**src/wave_cap_pkg.sv**
```systemverilog
// Constants shared by the probe waveform capture block
package wave_cap_pkg;
   // -------------------------------------------------
   // Timing figures
   // -------------------------------------------------
   localparam int CLK_PERIOD_NS = 40;                  // 25 MHz system clock
   localparam int SAMPLE_NS     = 20;                  // Spacing of stored samples
   localparam int WINDOW_NS     = 640;                 // History kept before stop
   localparam int SMP_PER_CLK   = CLK_PERIOD_NS / SAMPLE_NS;
   localparam int STORE_DEPTH   = WINDOW_NS / SAMPLE_NS;
   localparam int DLY_STEP_PS   = 3000;                // Nominal delay line step
   localparam int DLY_MAX_STEPS = 12;                  // Longest delay setting
   localparam int STOP_CNT_W    = 16;                  // Stop counter width

   // -------------------------------------------------
   // Sample encoding and reset values
   // -------------------------------------------------
   localparam logic [1:0] SMP_LOW   = 2'h0;
   localparam logic [1:0] SMP_HIGH  = 2'h1;
   localparam logic [1:0] SMP_FLOAT = 2'h2;
   localparam logic [1:0] SMP_RST   = SMP_FLOAT;
   localparam logic [3:0] DLY_RST   = 4'h0;

   typedef enum logic [1:0] {ST_IDLE, ST_CAPTURE, ST_FROZEN, ST_DUMP} cap_state_e;

   // Comparator pair to three-state code: both high is high, none is low
   function automatic logic [1:0] classify(input logic above_hi, input logic above_lo);
      if (above_hi && above_lo) begin
         classify = SMP_HIGH;
      end else if (!above_hi && !above_lo) begin
         classify = SMP_LOW;
      end else begin
         classify = SMP_FLOAT;
      end
   endfunction
endpackage

```
**src/skid_buf2.sv**
```systemverilog
// Two-entry buffer with valid and ready on both sides
`timescale 1ns/1ps
module skid_buf2 #(
   parameter int W = 2
) (
   input  wire logic         clk_i,       // System clock
   input  wire logic         reset_i,     // Async reset, high
   input  wire logic         in_valid_i,  // Word offered
   input  wire logic [W-1:0] in_data_i,   // Word
   output logic              in_ready_o,  // Room for a word
   output logic              out_valid_o, // Head word valid
   output logic [W-1:0]      out_data_o,  // Head word
   input  wire logic         out_ready_i  // Receiver takes head
);
   typedef struct packed {
      logic [W-1:0] head;
      logic         head_v;
      logic [W-1:0] skid;
      logic         skid_v;
   } buf_s;

   buf_s st_ff;
   buf_s nxt_st;

   // -------------------------------------------------
   // Next state: pop first, then fill head or skid
   // -------------------------------------------------
   always_comb begin
      nxt_st = st_ff;
      if (st_ff.head_v && out_ready_i) begin
         if (st_ff.skid_v) begin
            nxt_st.head   = st_ff.skid;
            nxt_st.skid_v = 1'b0;
         end else begin
            nxt_st.head_v = 1'b0;
         end
      end
      // Ready comes from skid_v so a stall never drops a word
      if (in_valid_i && !st_ff.skid_v) begin
         if (!nxt_st.head_v) begin
            nxt_st.head   = in_data_i;
            nxt_st.head_v = 1'b1;
         end else begin
            nxt_st.skid   = in_data_i;
            nxt_st.skid_v = 1'b1;
         end
      end
   end

   always_ff @(posedge clk_i or posedge reset_i) begin
      if (reset_i) begin
         st_ff <= '0;
      end else begin
         st_ff <= nxt_st;
      end
   end

   assign in_ready_o  = !st_ff.skid_v;
   assign out_valid_o = st_ff.head_v;
   assign out_data_o  = st_ff.head;
endmodule

```
**src/probe_wave_capture.sv**
```systemverilog
// Probe waveform capture: rolling three-state store frozen by stop
`timescale 1ns/1ps
module probe_wave_capture
   import wave_cap_pkg::*;
#(
   parameter int DEPTH = wave_cap_pkg::STORE_DEPTH,
   parameter int CW    = wave_cap_pkg::STOP_CNT_W
) (
   input  wire logic          clk_i,         // 25 MHz clock
   input  wire logic          reset_i,       // Async reset, high
   input  wire logic          arm_i,         // Pulse: restart capture window
   input  wire logic [1:0]    above_hi_i,    // Hi comparator, [0] older 20 ns half
   input  wire logic [1:0]    above_lo_i,    // Lo comparator, [0] older 20 ns half
   input  wire logic          stop_i,        // External stop line level
   input  wire logic          stop_rise_i,   // 1: rising stop edge, 0: falling
   input  wire logic          cnt_mode_i,    // Stop counter in use
   input  wire logic [CW-1:0] cnt_preset_i,  // Gated clocks before stop
   input  wire logic          gclk_i,        // Gated clock pulse
   input  wire logic [3:0]    dly_sel_i,     // Requested delay steps
   input  wire logic          rd_start_i,    // Pulse: stream the frozen store
   input  wire logic          out_ready_i,   // Receiver ready
   output logic               out_valid_o,   // Sample word valid
   output logic [1:0]         out_data_o,    // Sample code
   output logic               capturing_o,   // Store being written
   output logic               frozen_o,      // Store frozen, readable
   output logic [3:0]         dly_tap_o      // Delay line tap select
);
   import wave_cap_pkg::*;

   localparam int AW = $clog2(DEPTH);
   localparam logic [AW-1:0] STEP = AW'(SMP_PER_CLK);
   localparam logic [AW-1:0] LAST = AW'(DEPTH - 1);
   localparam logic [3:0]    DLY_MAX = 4'(DLY_MAX_STEPS);

   typedef struct packed {
      cap_state_e             st;
      logic [DEPTH-1:0][1:0]  mem;
      logic [AW-1:0]          wp;
      logic [AW-1:0]          rk;
      logic [CW-1:0]          cnt;
      logic                   stop_q;
      logic                   cap;
      logic                   frz;
      logic [3:0]             tap;
   } cap_s;

   cap_s       st_ff;
   cap_s       nxt_st;
   logic       stop_edge;
   logic       cnt_zero;
   logic       stop_now;
   logic       push;
   logic       push_rdy;
   logic [1:0] push_data;

   // -------------------------------------------------
   // Stop sources
   // -------------------------------------------------
   // stop edge in the direction set by stop_rise_i
   assign stop_edge = stop_rise_i ? (stop_i && !st_ff.stop_q) : (!stop_i && st_ff.stop_q);
   assign cnt_zero  = cnt_mode_i && gclk_i && (st_ff.cnt <= CW'(1));
   assign stop_now  = stop_edge || cnt_zero;
   assign push      = (st_ff.st == ST_DUMP);
   // oldest entry sits at the write pointer
   assign push_data = st_ff.mem[AW'(st_ff.wp + st_ff.rk)];

   // -------------------------------------------------
   // Next state
   // -------------------------------------------------
   always_comb begin
      nxt_st        = st_ff;
      nxt_st.stop_q = stop_i;
      nxt_st.tap    = (dly_sel_i > DLY_MAX) ? DLY_MAX : dly_sel_i;
      case (st_ff.st)
         ST_CAPTURE: begin
            if (stop_now) begin
               nxt_st.st = ST_FROZEN;
            end else begin
               // two 20 ns samples per clock
               nxt_st.mem[st_ff.wp]          = classify(above_hi_i[0], above_lo_i[0]);
               nxt_st.mem[AW'(st_ff.wp + 1)] = classify(above_hi_i[1], above_lo_i[1]);
               nxt_st.wp = AW'(st_ff.wp + STEP);
               if (cnt_mode_i && gclk_i) begin
                  nxt_st.cnt = CW'(st_ff.cnt - CW'(1));
               end
            end
         end
         ST_FROZEN: begin
            if (rd_start_i) begin
               nxt_st.st = ST_DUMP;
               nxt_st.rk = '0;
            end
         end
         ST_DUMP: begin
            if (push_rdy) begin
               nxt_st.rk = AW'(st_ff.rk + 1);
               if (st_ff.rk == LAST) begin
                  nxt_st.st = ST_FROZEN;
               end
            end
         end
         default: begin
         end
      endcase
      // Arm overrides the state, write pointer and counter and restarts the window
      if (arm_i) begin
         nxt_st.st  = ST_CAPTURE;
         nxt_st.wp  = '0;
         nxt_st.cnt = cnt_preset_i;
      end
      nxt_st.cap = (nxt_st.st == ST_CAPTURE);
      nxt_st.frz = (nxt_st.st == ST_FROZEN) || (nxt_st.st == ST_DUMP);
   end

   // -------------------------------------------------
   // State register
   // -------------------------------------------------
   always_ff @(posedge clk_i or posedge reset_i) begin
      if (reset_i) begin
         st_ff     <= '0;
         st_ff.st  <= ST_IDLE;
         st_ff.mem <= {DEPTH{SMP_RST}};
         st_ff.tap <= DLY_RST;
      end else begin
         st_ff <= nxt_st;
      end
   end

   // Readout buffer keeps words across receiver stalls
   skid_buf2 #(.W(2)) u_out_buf (
      .clk_i       (clk_i),
      .reset_i     (reset_i),
      .in_valid_i  (push),
      .in_data_i   (push_data),
      .in_ready_o  (push_rdy),
      .out_valid_o (out_valid_o),
      .out_data_o  (out_data_o),
      .out_ready_i (out_ready_i)
   );

   assign capturing_o = st_ff.cap;
   assign frozen_o    = st_ff.frz;
   assign dly_tap_o   = st_ff.tap;
endmodule

```
**config.mk**
```make
export PLATFORM = sky130hd
export DESIGN_NAME = probe_wave_capture
export DESIGN_NICKNAME = d
export VERILOG_FILES = /design/src/wave_cap_pkg.sv /design/src/skid_buf2.sv /design/src/probe_wave_capture.sv
export SDC_FILE = /design/constraint.sdc
export NUM_CORES = 1
export LEC_CHECK = 0
export ABC_AREA = 1
export BUFFER_PORTS_ARGS = -buffer_cell sky130_fd_sc_hd__buf_2
export CORE_UTILIZATION = 55
export CTS_BUF_LIST = sky130_fd_sc_hd__clkbuf_8
export CTS_CLUSTER_DIAMETER = 40
export DETAILED_ROUTE_END_ITERATION = 16
export GPL_TIMING_DRIVEN = 0
export PLACE_DENSITY_LB_ADDON = 0.05
export SYNTH_ARGS = -nofsm -noshare
export SYNTH_HDL_FRONTEND = slang
export SYNTH_SLANG_ARGS = --single-unit
```
**constraint.sdc**
```tcl
create_clock -name clk_i -period 3.19 [get_ports clk_i]
set_input_delay 0.638 -clock clk_i [delete_from_list [all_inputs] [get_ports clk_i]]
set_output_delay 0.638 -clock clk_i [all_outputs]
set_load 0.005 [all_outputs]
```
# --- Yosys cells after proc, flatten, opt, wreduce, memory -nomap -nowiden ---
# Cells that the tools add are included.
# Widths: inputs -> output; s select.
word_totals:
  out_inout_bits: 9
  register_bits: 105
  inputBits: 33
  wordCells: 137
classes:
  n_reduce_logical: 29
  mux: 41
  n_addsub: 5
  eq_ne: 10
  magnitude_cmp: 7
  bitwise_logic: 1
op_table:
  columns: ["operator", "n"]
  rows:
  - ["$bwmux 64", 2]
  - ["$mux 16", 4]
  - ["$mux 2", 17]
  - ["$mux 5", 5]
  - ["$demux 2 s5", 2]
  - ["$lt 5x6->1 const B", 3]
  - ["$le 16x1->1 const B", 1]
  - ["$sub 16x1->16 const B", 1]
  - ["$logic_and 1x1->1", 12]
  - ["$add 5x1->5 const B", 2]
  - ["$bmux 2 s5", 1]
  - ["$ge 5x1->1 const B", 2]
  - ["$pmux 5 s2", 1]
  - ["$mux 3", 3]
  - ["$eq 2x2->1 const B", 4]
  - ["$logic_not 1->1", 7]
  - ["$mux 6", 1]
  - ["$ne 2x2->1 const B", 3]
  - ["$pmux 2 s3", 1]
  - ["$reduce_and 2->1", 3]
  - ["$reduce_and 3->1", 2]
  - ["$reduce_bool 2->1", 3]
  - ["$add 5x2->5 const B", 1]
  - ["$add 5x5->5", 1]
  - ["other kinds (7)", 11]

# --- Logic depth before layout (Yosys ltp) ---
# Gate-level depths: netlist of run 1.
logic_depth:
  depth_word: 9
  ltp_mapped: 11
  depth_no_buf: 11

# --- By module ---
# From an unflattened synthesis of run 1, not the netlist that was laid out.
hier_totals:
  hier_cells: 795
  area_unflattened_um2: 5930.7
modules_own_cells:
  columns: ["mod", "area_each_um2", "n_inst", "seq_area_each_um2", "cells_per_inst"]
  rows:
  - ["probe_wave_capture", 5609.1, 1, 2492.4, 754]
  - ["skid_buf2", 321.6, 1, 150.1, 41]

# --- Least setup slack after synthesis of run 1 ---
# OpenSTA, ideal clock, no wires.
synth_path:
  path_kind: "in2reg"
  start: "input stop_rise_i"
  end: "register st_ff[91] (netlist name)"
  required_ns: 3.061
  arrival_ns: 1.604
  setup_slack_ns: 1.457
  n_path_buf: 1
  setup_time_ns: 0.129
  path_stages: 8
  path_cell_list: "nand3_1 nand3_1 nor2_4 a21boi_4 buf_12 nand2_4 nand2_1 o21ai_2"
synth_between:
  elab_chain_cells: 4
synth_rtl:
  columns: ["element", "line_no", "source"]
  rows:
  - ["start: declaration", "probe_wave_capture.sv:15", "input wire logic stop_rise_i,"]
  - ["$mux 1", "probe_wave_capture.sv:60", "assign stop_edge = stop_rise_i ? (stop_i && !st_ff.stop_q) : (!stop_i && st_ff.stop_q);"]
  - ["$logic_or 1x1->1", "probe_wave_capture.sv:62", "assign stop_now = stop_edge || cnt_zero;"]
  - ["$not 1->1 (no line)", null, null]
  - ["$reduce_and 2->1 (no line)", null, null]
  - ["end signal: assignment", "probe_wave_capture.sv:125", "st_ff <= nxt_st;"]
  - ["end: declaration", "probe_wave_capture.sv:47", "cap_s st_ff;"]
# Every way passes these cells.
# A chain may end at the register's enable or synchronous reset.

==> results.yml, run 1 <==
critical_path:
  end_kind: "register"
  critPathArrivalTime_ps: 2610
  required_ps: 3480
  critPathLaunchType: "register"
  path_class: "reg2reg"
  r2r_slack_ps: 860
  path_max_fanout: 8
  timing.rr.end: "u_out_buf.out_data_o[0]"
  rr_startpoint: "st_ff[30]"
  r2r_cells: 7
yosys:
  syn_inst: 758
  netlist_area_um2: 5790
  ys_seq_area_share_pct: 45.6
  synth_edf_count: 0
  ys_seq_elements: 104
  yosysMostFrequentCell: "nand2_1"
  synth_top_area_share_pct: 31.1
  yosys-top-cells-area: "dfrtp_1 31%, nand2_1 17%, dfstp_2 15%"
  ys_types: 37
  syn-num-nets: 801
  synth_common_cells: "255 x nand2_1, 85 x nand3_1, 72 x dfrtp_1"
  synth.avg_cell_area_um2: 7.64
  synth_top_cell_by_area: "dfrtp_1"
  ys_warn_count: 0
  async_reset_ff_share_pct: 100
  synthFlopType: "dfrtp_1"
cts:
  htreeDepth: 3
  cts_tree: "yes"
  clk_latency_ps: 400
  clockBufferDepth: 2
  cts_setup_buffers: 0
  cts_resized: 0
  cts.sinks: 104
  cts_hold_buffers: 0
  cts_made_buffers: 9
  cts-root-buf: "clkbuf_8"
  clkSlewWorstSetupHoldPaths_ps: 100
global_route:
  antenna_found_initial: 0
  grt_max_degree: 40
  gr-usage-all-layers_pct: 26.7
  grt_pass1_wl_um: 22700
  grt_pass1_vias: 4796
  overflow: 0
drt:
  antenna_left: 0
  drtIter0Drc: 363
  via_per_inst: 5.27
  firstDrtPassIters: 5
  routed_wirelength_um: 13500
  drc: 0
  wl_per_cell_um: 14.2
  vias: 5015
floorplan:
  die_w_um: 105
  dieArea_um2: 10900
  initial_core_util_pct: 56.3
  std_cell_rows: 37
  die_h_um: 105
  io_pins: 42
  core_um2: 10300
timing:
  slew-limit-headroom_pct: 43.8
  skew_ps: 8.07
  finalWorstSetupSlack_ps: 861
  grt_setup_unrepaired: "false"
  worstMarginPinSlew_ps: 836
  finalSetupViolations: 0
  hold_ws_ps: 343
  fmax_mhz: 429
  fin_crit_sh_pct: 73.0
  drv_slew: 0
  tns_ps: 0
  hold_viol_final: 0
  min_period_ps: 2330
worst_hold_path:
  hold_class: "in2async"
power:
  ir_drop_v: 0.000422
  p_leak_nw: 3.12
  power.density_nw_per_um2: 656
placed_design:
  dp_slack_ps: 930
  dp_hpwl_um: 9870
  place_area_um2: 6200
  place_congestion: 0.853
  io_buffers: 40
finish:
  antenna_cells: 0
  design_area_um2: 6400
  syn_to_final_growth_pct: 10.5
  layout-drive-gt1-share_pct: 19.2
  nNetsFinal: 854
job:
  drv_cap: 0
outcome:
  status: "complete, no violations"
routing by layer:
layer | global-route usage (%) | routed length [µm]
met1 | 36.8 | 6200
met2 | 41.1 | 6180
met3 | 5.74 | 843
met4 | 10.5 | 283
met5 | 0 | 0
cells in the final DEF (no fill, tap or decap), drive strengths merged, types with 8 or more instances in the layout:
master / synthesis / layout
xor2: 8 / 8
nand2: 273 / 273
dfrtp: 72 / 72
dfstp: 32 / 32
o21ai: 95 / 95
buf: 21 / 63
clkbuf: 11 / 20
nor2: 49 / 49
nand3: 86 / 86
inv: 75 / 75
ha: 10 / 10
per-stage QoR:
step	cells	util, %	total power, W
floorplan	758	-	0.00290
global placement	934	60.0	0.00332
detailed placement	936	60.4	0.00336
CTS	952	62.3	0.00421
global route	952	62.3	0.00451
finish	952	62.3	0.00420
cell type report:
class                      count  area (µm²)
buffer                        32         186
clock buffer                   9         124
clock inverter                 7        71.3
fill                         963        3880
inverter                      78         297
multi-input combinational    544        2670
sequential                   104        2640
tap                          136         170
timing repair buffer          42         240
how the worst max path moves through the flow:
stage | from | slack, ps | to
after floorplan | reset_i | 1330 | capturing_o
after global placement | reset_i | 660 | st_ff[75]
after detailed placement | st_ff[30] | 930 | u_out_buf.out_data_o[1]
after CTS | st_ff[30] | 900 | u_out_buf.out_data_o[1]
after global routing | st_ff[30] | 770 | u_out_buf.st_ff[2]
final | st_ff[30] | 860 | u_out_buf.out_data_o[0]
worst max-delay path: stages (launching register included):
cell	delay, ps
dfrtp_1	470
ha_1	370
xnor2_1	700
nand3_1	180
nand3_1	120
nand3_1	180
nand3_1	130
nand2_1	50
power breakdown:
group	total, W	leakage, nW	internal (W)	switching, W
Clock	0.000833	0.0916	0.000362	0.000471
Combinational	0.00160	1.76	0.000530	0.00107
Sequential	0.00176	1.27	0.00161	0.000154
cells by family after synthesis:
| logic type | share of synthesized area [%] |
|---|---|
| compound gates | 10.5 |
| xor+xnor | 1.82 |
| fa+ha+maj | 2.16 |
| buf+inv | 8.28 |
| flops | 45.6 |
| simple gates | 31.6 |
sequential cells by signal, indices dropped and copies added, names as in the netlist:
signal / flops
frozen_o: 1
u_out_buf.out_valid_o: 1
u_out_buf.out_data_o: 2
dly_tap_o: 4
u_out_buf.st_ff: 3
st_ff: 92
capturing_o: 1
Power figures use the tool's default switching activity.
==> run 2, diff against run 1 <==
==> constraint.sdc (replaced) <==
create_clock -name clk_i -period 2.3 [get_ports clk_i]
set_input_delay 0.46 -clock clk_i [delete_from_list [all_inputs] [get_ports clk_i]]
set_output_delay 0.46 -clock clk_i [all_outputs]
set_load 0.005 [all_outputs]
==> results.yml, run 2 (same netlist as run 1, synthesis figures left out) <==
timing:
  tns_ps: 0
  min_period_ps: 2120
  hold_ws_ps: 166
  worstMarginPinSlew_ps: 699
  slew-limit-headroom_pct: 53.3
  skew_ps: 8.18
  hold_viol_final: 0
  drv_slew: 0
  finalSetupViolations: 0
  grt_setup_unrepaired: "false"
  fin_crit_sh_pct: 92.3
  fmax_mhz: 471
critical_path:
  path_class: "reg2reg"
  path_common_cell: "nand3_1"
  timing.rr.end: "u_out_buf.out_data_o[0]"
  end_kind: "register"
  path_cells: "ha_1 > buf_2 > inv_1 > clkbuf_4 > nand3_1 > nand3_1 > nand3_1 > nand3_1 > nand3_1 > nand2_1"
  crit_slowest_cell: "dfrtp_1"
  crit_buf_inv: 3
  required_ps: 2590
  rr_startpoint: "st_ff[24]"
  critPathArrivalTime_ps: 2410
  crit_family: "simple AND/OR/NAND/NOR gates"
  critPathLaunchType: "register"
  r2r_cells: 10
  path_max_fanout: 10
  r2r_slack_ps: 180
  worst_path_largest_cell_delay_ps: 440
placed_design:
  io_buffers: 40
  place_area_um2: 6200
  place_congestion: 0.853
  dp_hpwl_um: 9870
drt:
  via_per_inst: 5.28
  antenna_left: 0
  drc: 0
  wl_per_cell_um: 14.2
  routed_wirelength_um: 13500
  vias: 5024
  drtIter0Drc: 401
  firstDrtPassIters: 5
floorplan:
  std_cell_rows: 37
  die_w_um: 105
  core_um2: 10300
  initial_core_util_pct: 56.3
  die_h_um: 105
  io_pins: 42
  dieArea_um2: 10900
power:
  ir_drop_v: 0.000586
  p_leak_nw: 3.12
  p_total_w: 0.00585
  power.density_nw_per_um2: 911
finish:
  final_common_cell: "nand2_1"
  layout_common_cells: "255 x nand2_1, 85 x nand3_1, 72 x dfrtp_1"
  syn_to_final_growth_pct: 10.8
  layout-drive-gt1-share_pct: 19.5
  final_util_pct: 62.4
  nNetsFinal: 854
  num-fill-cells: 960
  largest_reg_flops: 92
  design_area_um2: 6420
  antenna_cells: 0
  regMostFlops: "st_ff"
cts:
  cts-root-buf: "clkbuf_8"
  cts_tree: "yes"
  cts_made_buffers: 9
  cts_setup_buffers: 0
  clkSlewWorstSetupHoldPaths_ps: 100
  clockBufferDepth: 2
  cts_resized: 0
  cts_hold_buffers: 0
  cts.sinks: 104
  clk_latency_ps: 400
  htreeDepth: 3
worst_hold_path:
  hold_class: "in2async"
global_route:
  grt_pass1_vias: 4796
  overflow: 0
  grt_max_degree: 40
  gr-usage-all-layers_pct: 26.7
  antenna_found_initial: 0
  grt_pass1_wl_um: 22700
job:
  drv_cap: 0
outcome:
  status: "complete, no violations"
run 2: worst max-delay path by stage:
stage          startpoint                      end  slack [ps]  cells past startpoint
2_1_floorplan   st_ff[30]  u_out_buf.out_data_o[1]         610                      7
3_3_place_gp      reset_i                st_ff[75]         -50                      2
3_5_place_dp    st_ff[30]  u_out_buf.out_data_o[1]          40                      7
4_1_cts         st_ff[30]  u_out_buf.out_data_o[1]           9                      7
5_1_grt         st_ff[24]       u_out_buf.st_ff[1]          30                     10
6_report        st_ff[24]  u_out_buf.out_data_o[0]         180                     10
run 2: final cells by class:
cell class | instances | area (µm²) | share of cell area (%)
Buffer | 32 | 189 | 2.94
Clock buffer | 9 | 124 | 1.93
Clock inverter | 7 | 71.3 | 1.11
Inverter | 78 | 297 | 4.62
Multi-Input combinational cell | 544 | 2680 | 41.8
Sequential cell | 104 | 2640 | 41.2
Tap cell | 136 | 170 | 2.65
Timing Repair Buffer | 42 | 240 | 3.74
run 2: worst reg2reg max path: cells and delay by family, from the launching register on:
| kind | cells | cell delay (ps) |
|---|---|---|
| adder cells (fa/ha/maj) | 1 | 290 |
| flip-flops | 1 | 440 |
| buffers and inverters | 3 | 620 |
| AND/OR/NAND/NOR | 6 | 660 |
run 2: where the power goes:
| group | switching, W | internal, W |
|---|---|---|
| logic | 0.00150 | 0.000750 |
| clock network | 0.000654 | 0.000502 |
| registers | 0.000213 | 0.00223 |
| total | 0.00236 | 0.00348 |
run 2: metrics by stage:
stage | setup slack (ps) | std cells
4_1_cts | 8.79 | 952
3_5_place_dp | 39.6 | 936
6_report | 177 | 952
2_1_floorplan | 609 | 758
3_3_place_gp | -53.2 | 934
5_1_grt | 30.7 | 952
run 2: per-layer routing:
| metal | vias to the layer above | global-route usage [%] | share of wire, % |
|---|---|---|---|
| li1 | 2507 | - | - |
| met1 | 2351 | 36.8 | 45 |
| met2 | 143 | 41.1 | 46 |
| met3 | 23 | 5.74 | 6.8 |
| met4 | 0 | 10.5 | 2.1 |
| met5 | - | 0 | 0 |
==> run 3, diff against run 2 <==
--- a/config.mk
+++ b/config.mk
@@ -15,4 +15,5 @@
 export PLACE_DENSITY_LB_ADDON = 0.05
 export SYNTH_ARGS = -nofsm -noshare
 export SYNTH_HDL_FRONTEND = slang
+export SYNTH_HIERARCHICAL = 1
 export SYNTH_SLANG_ARGS = --single-unit
==> results.yml, run 3 <==
timing:
  grt_setup_unrepaired: "false"
  hold_viol_final: 0
  fin_crit_sh_pct: 93.1
  drv_slew: 0
  worstMarginPinSlew_ps: 732
  slew-limit-headroom_pct: 51.1
  finalSetupViolations: 0
  hold_ws_ps: 211
  min_period_ps: 2140
  skew_ps: 13.8
  fmax_mhz: 467
yosys:
  synthFlopType: "dfrtp_1"
  synth_common_cells: "284 x nand2_1, 83 x nand3_1, 82 x inv_1"
  ys_warn_count: 6
  synth_fa_ha_area_share_pct: 2.11
  synth_top_family_by_area: "simple AND/OR/NAND/NOR gates"
  netlist_area_um2: 5930
  synth-xor-area-share_pct: 1.03
  synth_top_area_share_pct: 30.4
  synth_top_cell_by_area: "dfrtp_1"
  synth_mux_area_share_pct: 0
  synth.avg_cell_area_um2: 7.46
  synth_simple_gate_area_share_pct: 33.1
  ys_seq_area_share_pct: 44.6
  ys_types: 34
  yosys-top-cells-area: "dfrtp_1 30%, nand2_1 18%, dfstp_2 14%"
  yosysMostFrequentCell: "nand2_1"
  synth_edf_count: 0
  syn_inst: 795
  ys_seq_elements: 104
  syn-num-nets: 838
  async_reset_ff_share_pct: 100
  synth_compound_area_share_pct: 10.0
drt:
  drc: 0
  vias: 5285
  via_per_inst: 5.33
  firstDrtPassIters: 6
  antenna_left: 0
  drtIter0Drc: 498
  wl_per_cell_um: 14.7
  routed_wirelength_um: 14600
cts:
  cts_tree: "yes"
  clkSlewWorstSetupHoldPaths_ps: 90
  cts-root-buf: "clkbuf_8"
  cts_made_buffers: 9
  htreeDepth: 3
  clk_latency_ps: 390
  clockBufferDepth: 2
  cts.sinks: 104
floorplan:
  initial_core_util_pct: 57.2
  std_cell_rows: 37
  core_um2: 10400
  die_h_um: 106
  dieArea_um2: 11200
  io_pins: 42
  die_w_um: 106
global_route:
  overflow: 0
  grt_pass1_wl_um: 24500
  grt_pass1_vias: 5060
  grt_max_degree: 39
  antenna_found_initial: 0
  gr-usage-all-layers_pct: 28.3
outcome:
  status: "complete, no violations"
critical_path:
  path_max_fanout: 8
  end_kind: "register"
  crit_slowest_cell: "dfrtp_2"
  critPathArrivalTime_ps: 2470
  required_ps: 2630
  worst_path_largest_cell_delay_ps: 480
  path_class: "reg2reg"
  critPathLaunchType: "register"
  crit_family: "simple AND/OR/NAND/NOR gates"
  path_cells: "ha_1 > nand2_1 > inv_1 > nor2_4 > clkinvlp_4 > nand3_1 > nand3_1 > nand2_1 > nand2_1 > nand2_1 > nand3_1 > nand2_1"
  crit_buf_inv: 2
  path_common_cell: "nand2_1"
finish:
  regMostFlops: "st_ff"
  largest_reg_flops: 92
  syn_to_final_growth_pct: 11.1
  nNetsFinal: 893
  final_util_pct: 63.6
  final_common_cell: "nand2_1"
  layout_common_cells: "284 x nand2_1, 82 x nand3_1, 81 x inv_1"
  antenna_cells: 0
  layout-drive-gt1-share_pct: 17.4
  num-fill-cells: 952
power:
  power.density_nw_per_um2: 936
  p_leak_nw: 3.30
  ir_drop_v: 0.000592
placed_design:
  io_buffers: 40
  dp_hpwl_um: 10600
  place_congestion: 0.956
worst_hold_path:
  hold_class: "in2reg"
job:
  drv_cap: 0
## run 3: changes by cell type after synthesis, moves of 6 or more
cell      before  now
inv_1         68   82
nand2_1      255  284
nand2_2        8    2
nand2_4       10    4
nor2_1        44   36
nor2_4         2   16
o211ai_1       2   18
o21ai_2       13    0
## run 3: worst paths after layout
path	from	end	slack [ps]	depth (start not counted)
min	stop_i	st_ff[6]	210	1
max reg2reg	st_ff[30]	u_out_buf/out_data_o[1]	160	12
min reg2reg	st_ff[70]	st_ff[70]	480	2
max in group asynchronous	reset_i	st_ff[86]	640	5
min in group asynchronous	reset_i	u_out_buf/out_data_o[0]	560	3
max	st_ff[30]	u_out_buf/out_data_o[1]	160	12
## run 3: routing by layer
layer / share of wire, % / global-route usage, % / vias up
li1: - / - / 2635
met2: 46 / 45.1 / 153
met4: 1.4 / 8.33 / 0
met3: 6.2 / 5.26 / 18
met5: 0 / 0 / -
met1: 46 / 39.4 / 2479
## run 3: kinds of logic after synthesis
family	after synthesis
compound gates	108
flops	104
fa+ha+maj	10
buf+inv	125
simple gates	441
xor+xnor	7
## run 3: cell type report
cell class / count / area [µm²] / share of cell area, %
inverter: 86 / 330 / 5.01
clock inverter: 5 / 56.3 / 0.854
sequential: 104 / 2640 / 40.1
timing repair buffer: 44 / 258 / 3.91
clock buffer: 11 / 151 / 2.30
tap: 136 / 170 / 2.58
multi-input combinational: 566 / 2750 / 41.8
buffer: 39 / 228 / 3.45
## run 3: repair_timing
item / CTS / global route
endpoints found under the setup margin: 4 / 4
cloned: 0 / 0
setup buffers: 0 / 1
hold buffers: 1 / 0
pin swaps: 0 / 1
hold endpoints to repair: 6 / 0
resized for setup: 2 / 7
## run 3: per-stage QoR
| stage | cells | instance area [µm²] | TNS [ps] | setup slack (ps) | total power, W |
|---|---|---|---|---|---|
| 5_1_grt | 991 | 6590 | 0 | 17.5 | 0.00660 |
| 3_5_place_dp | 973 | 6340 | -149 | -78.5 | 0.00492 |
| 2_1_floorplan | 795 | 5930 | 0 | 567 | 0.00419 |
| 3_3_place_gp | 971 | 6300 | -205 | -78.2 | 0.00484 |
| 4_1_cts | 990 | 6570 | 0 | 98.1 | 0.00614 |
| 6_report | 991 | 6590 | 0 | 158 | 0.00617 |
## run 3: report_power, final
part           leakage, nW  switching, W  internal (W)
combinational         2.00       0.00164      0.000837
clock               0.0990      0.000645      0.000559
sequential            1.20      0.000234       0.00226
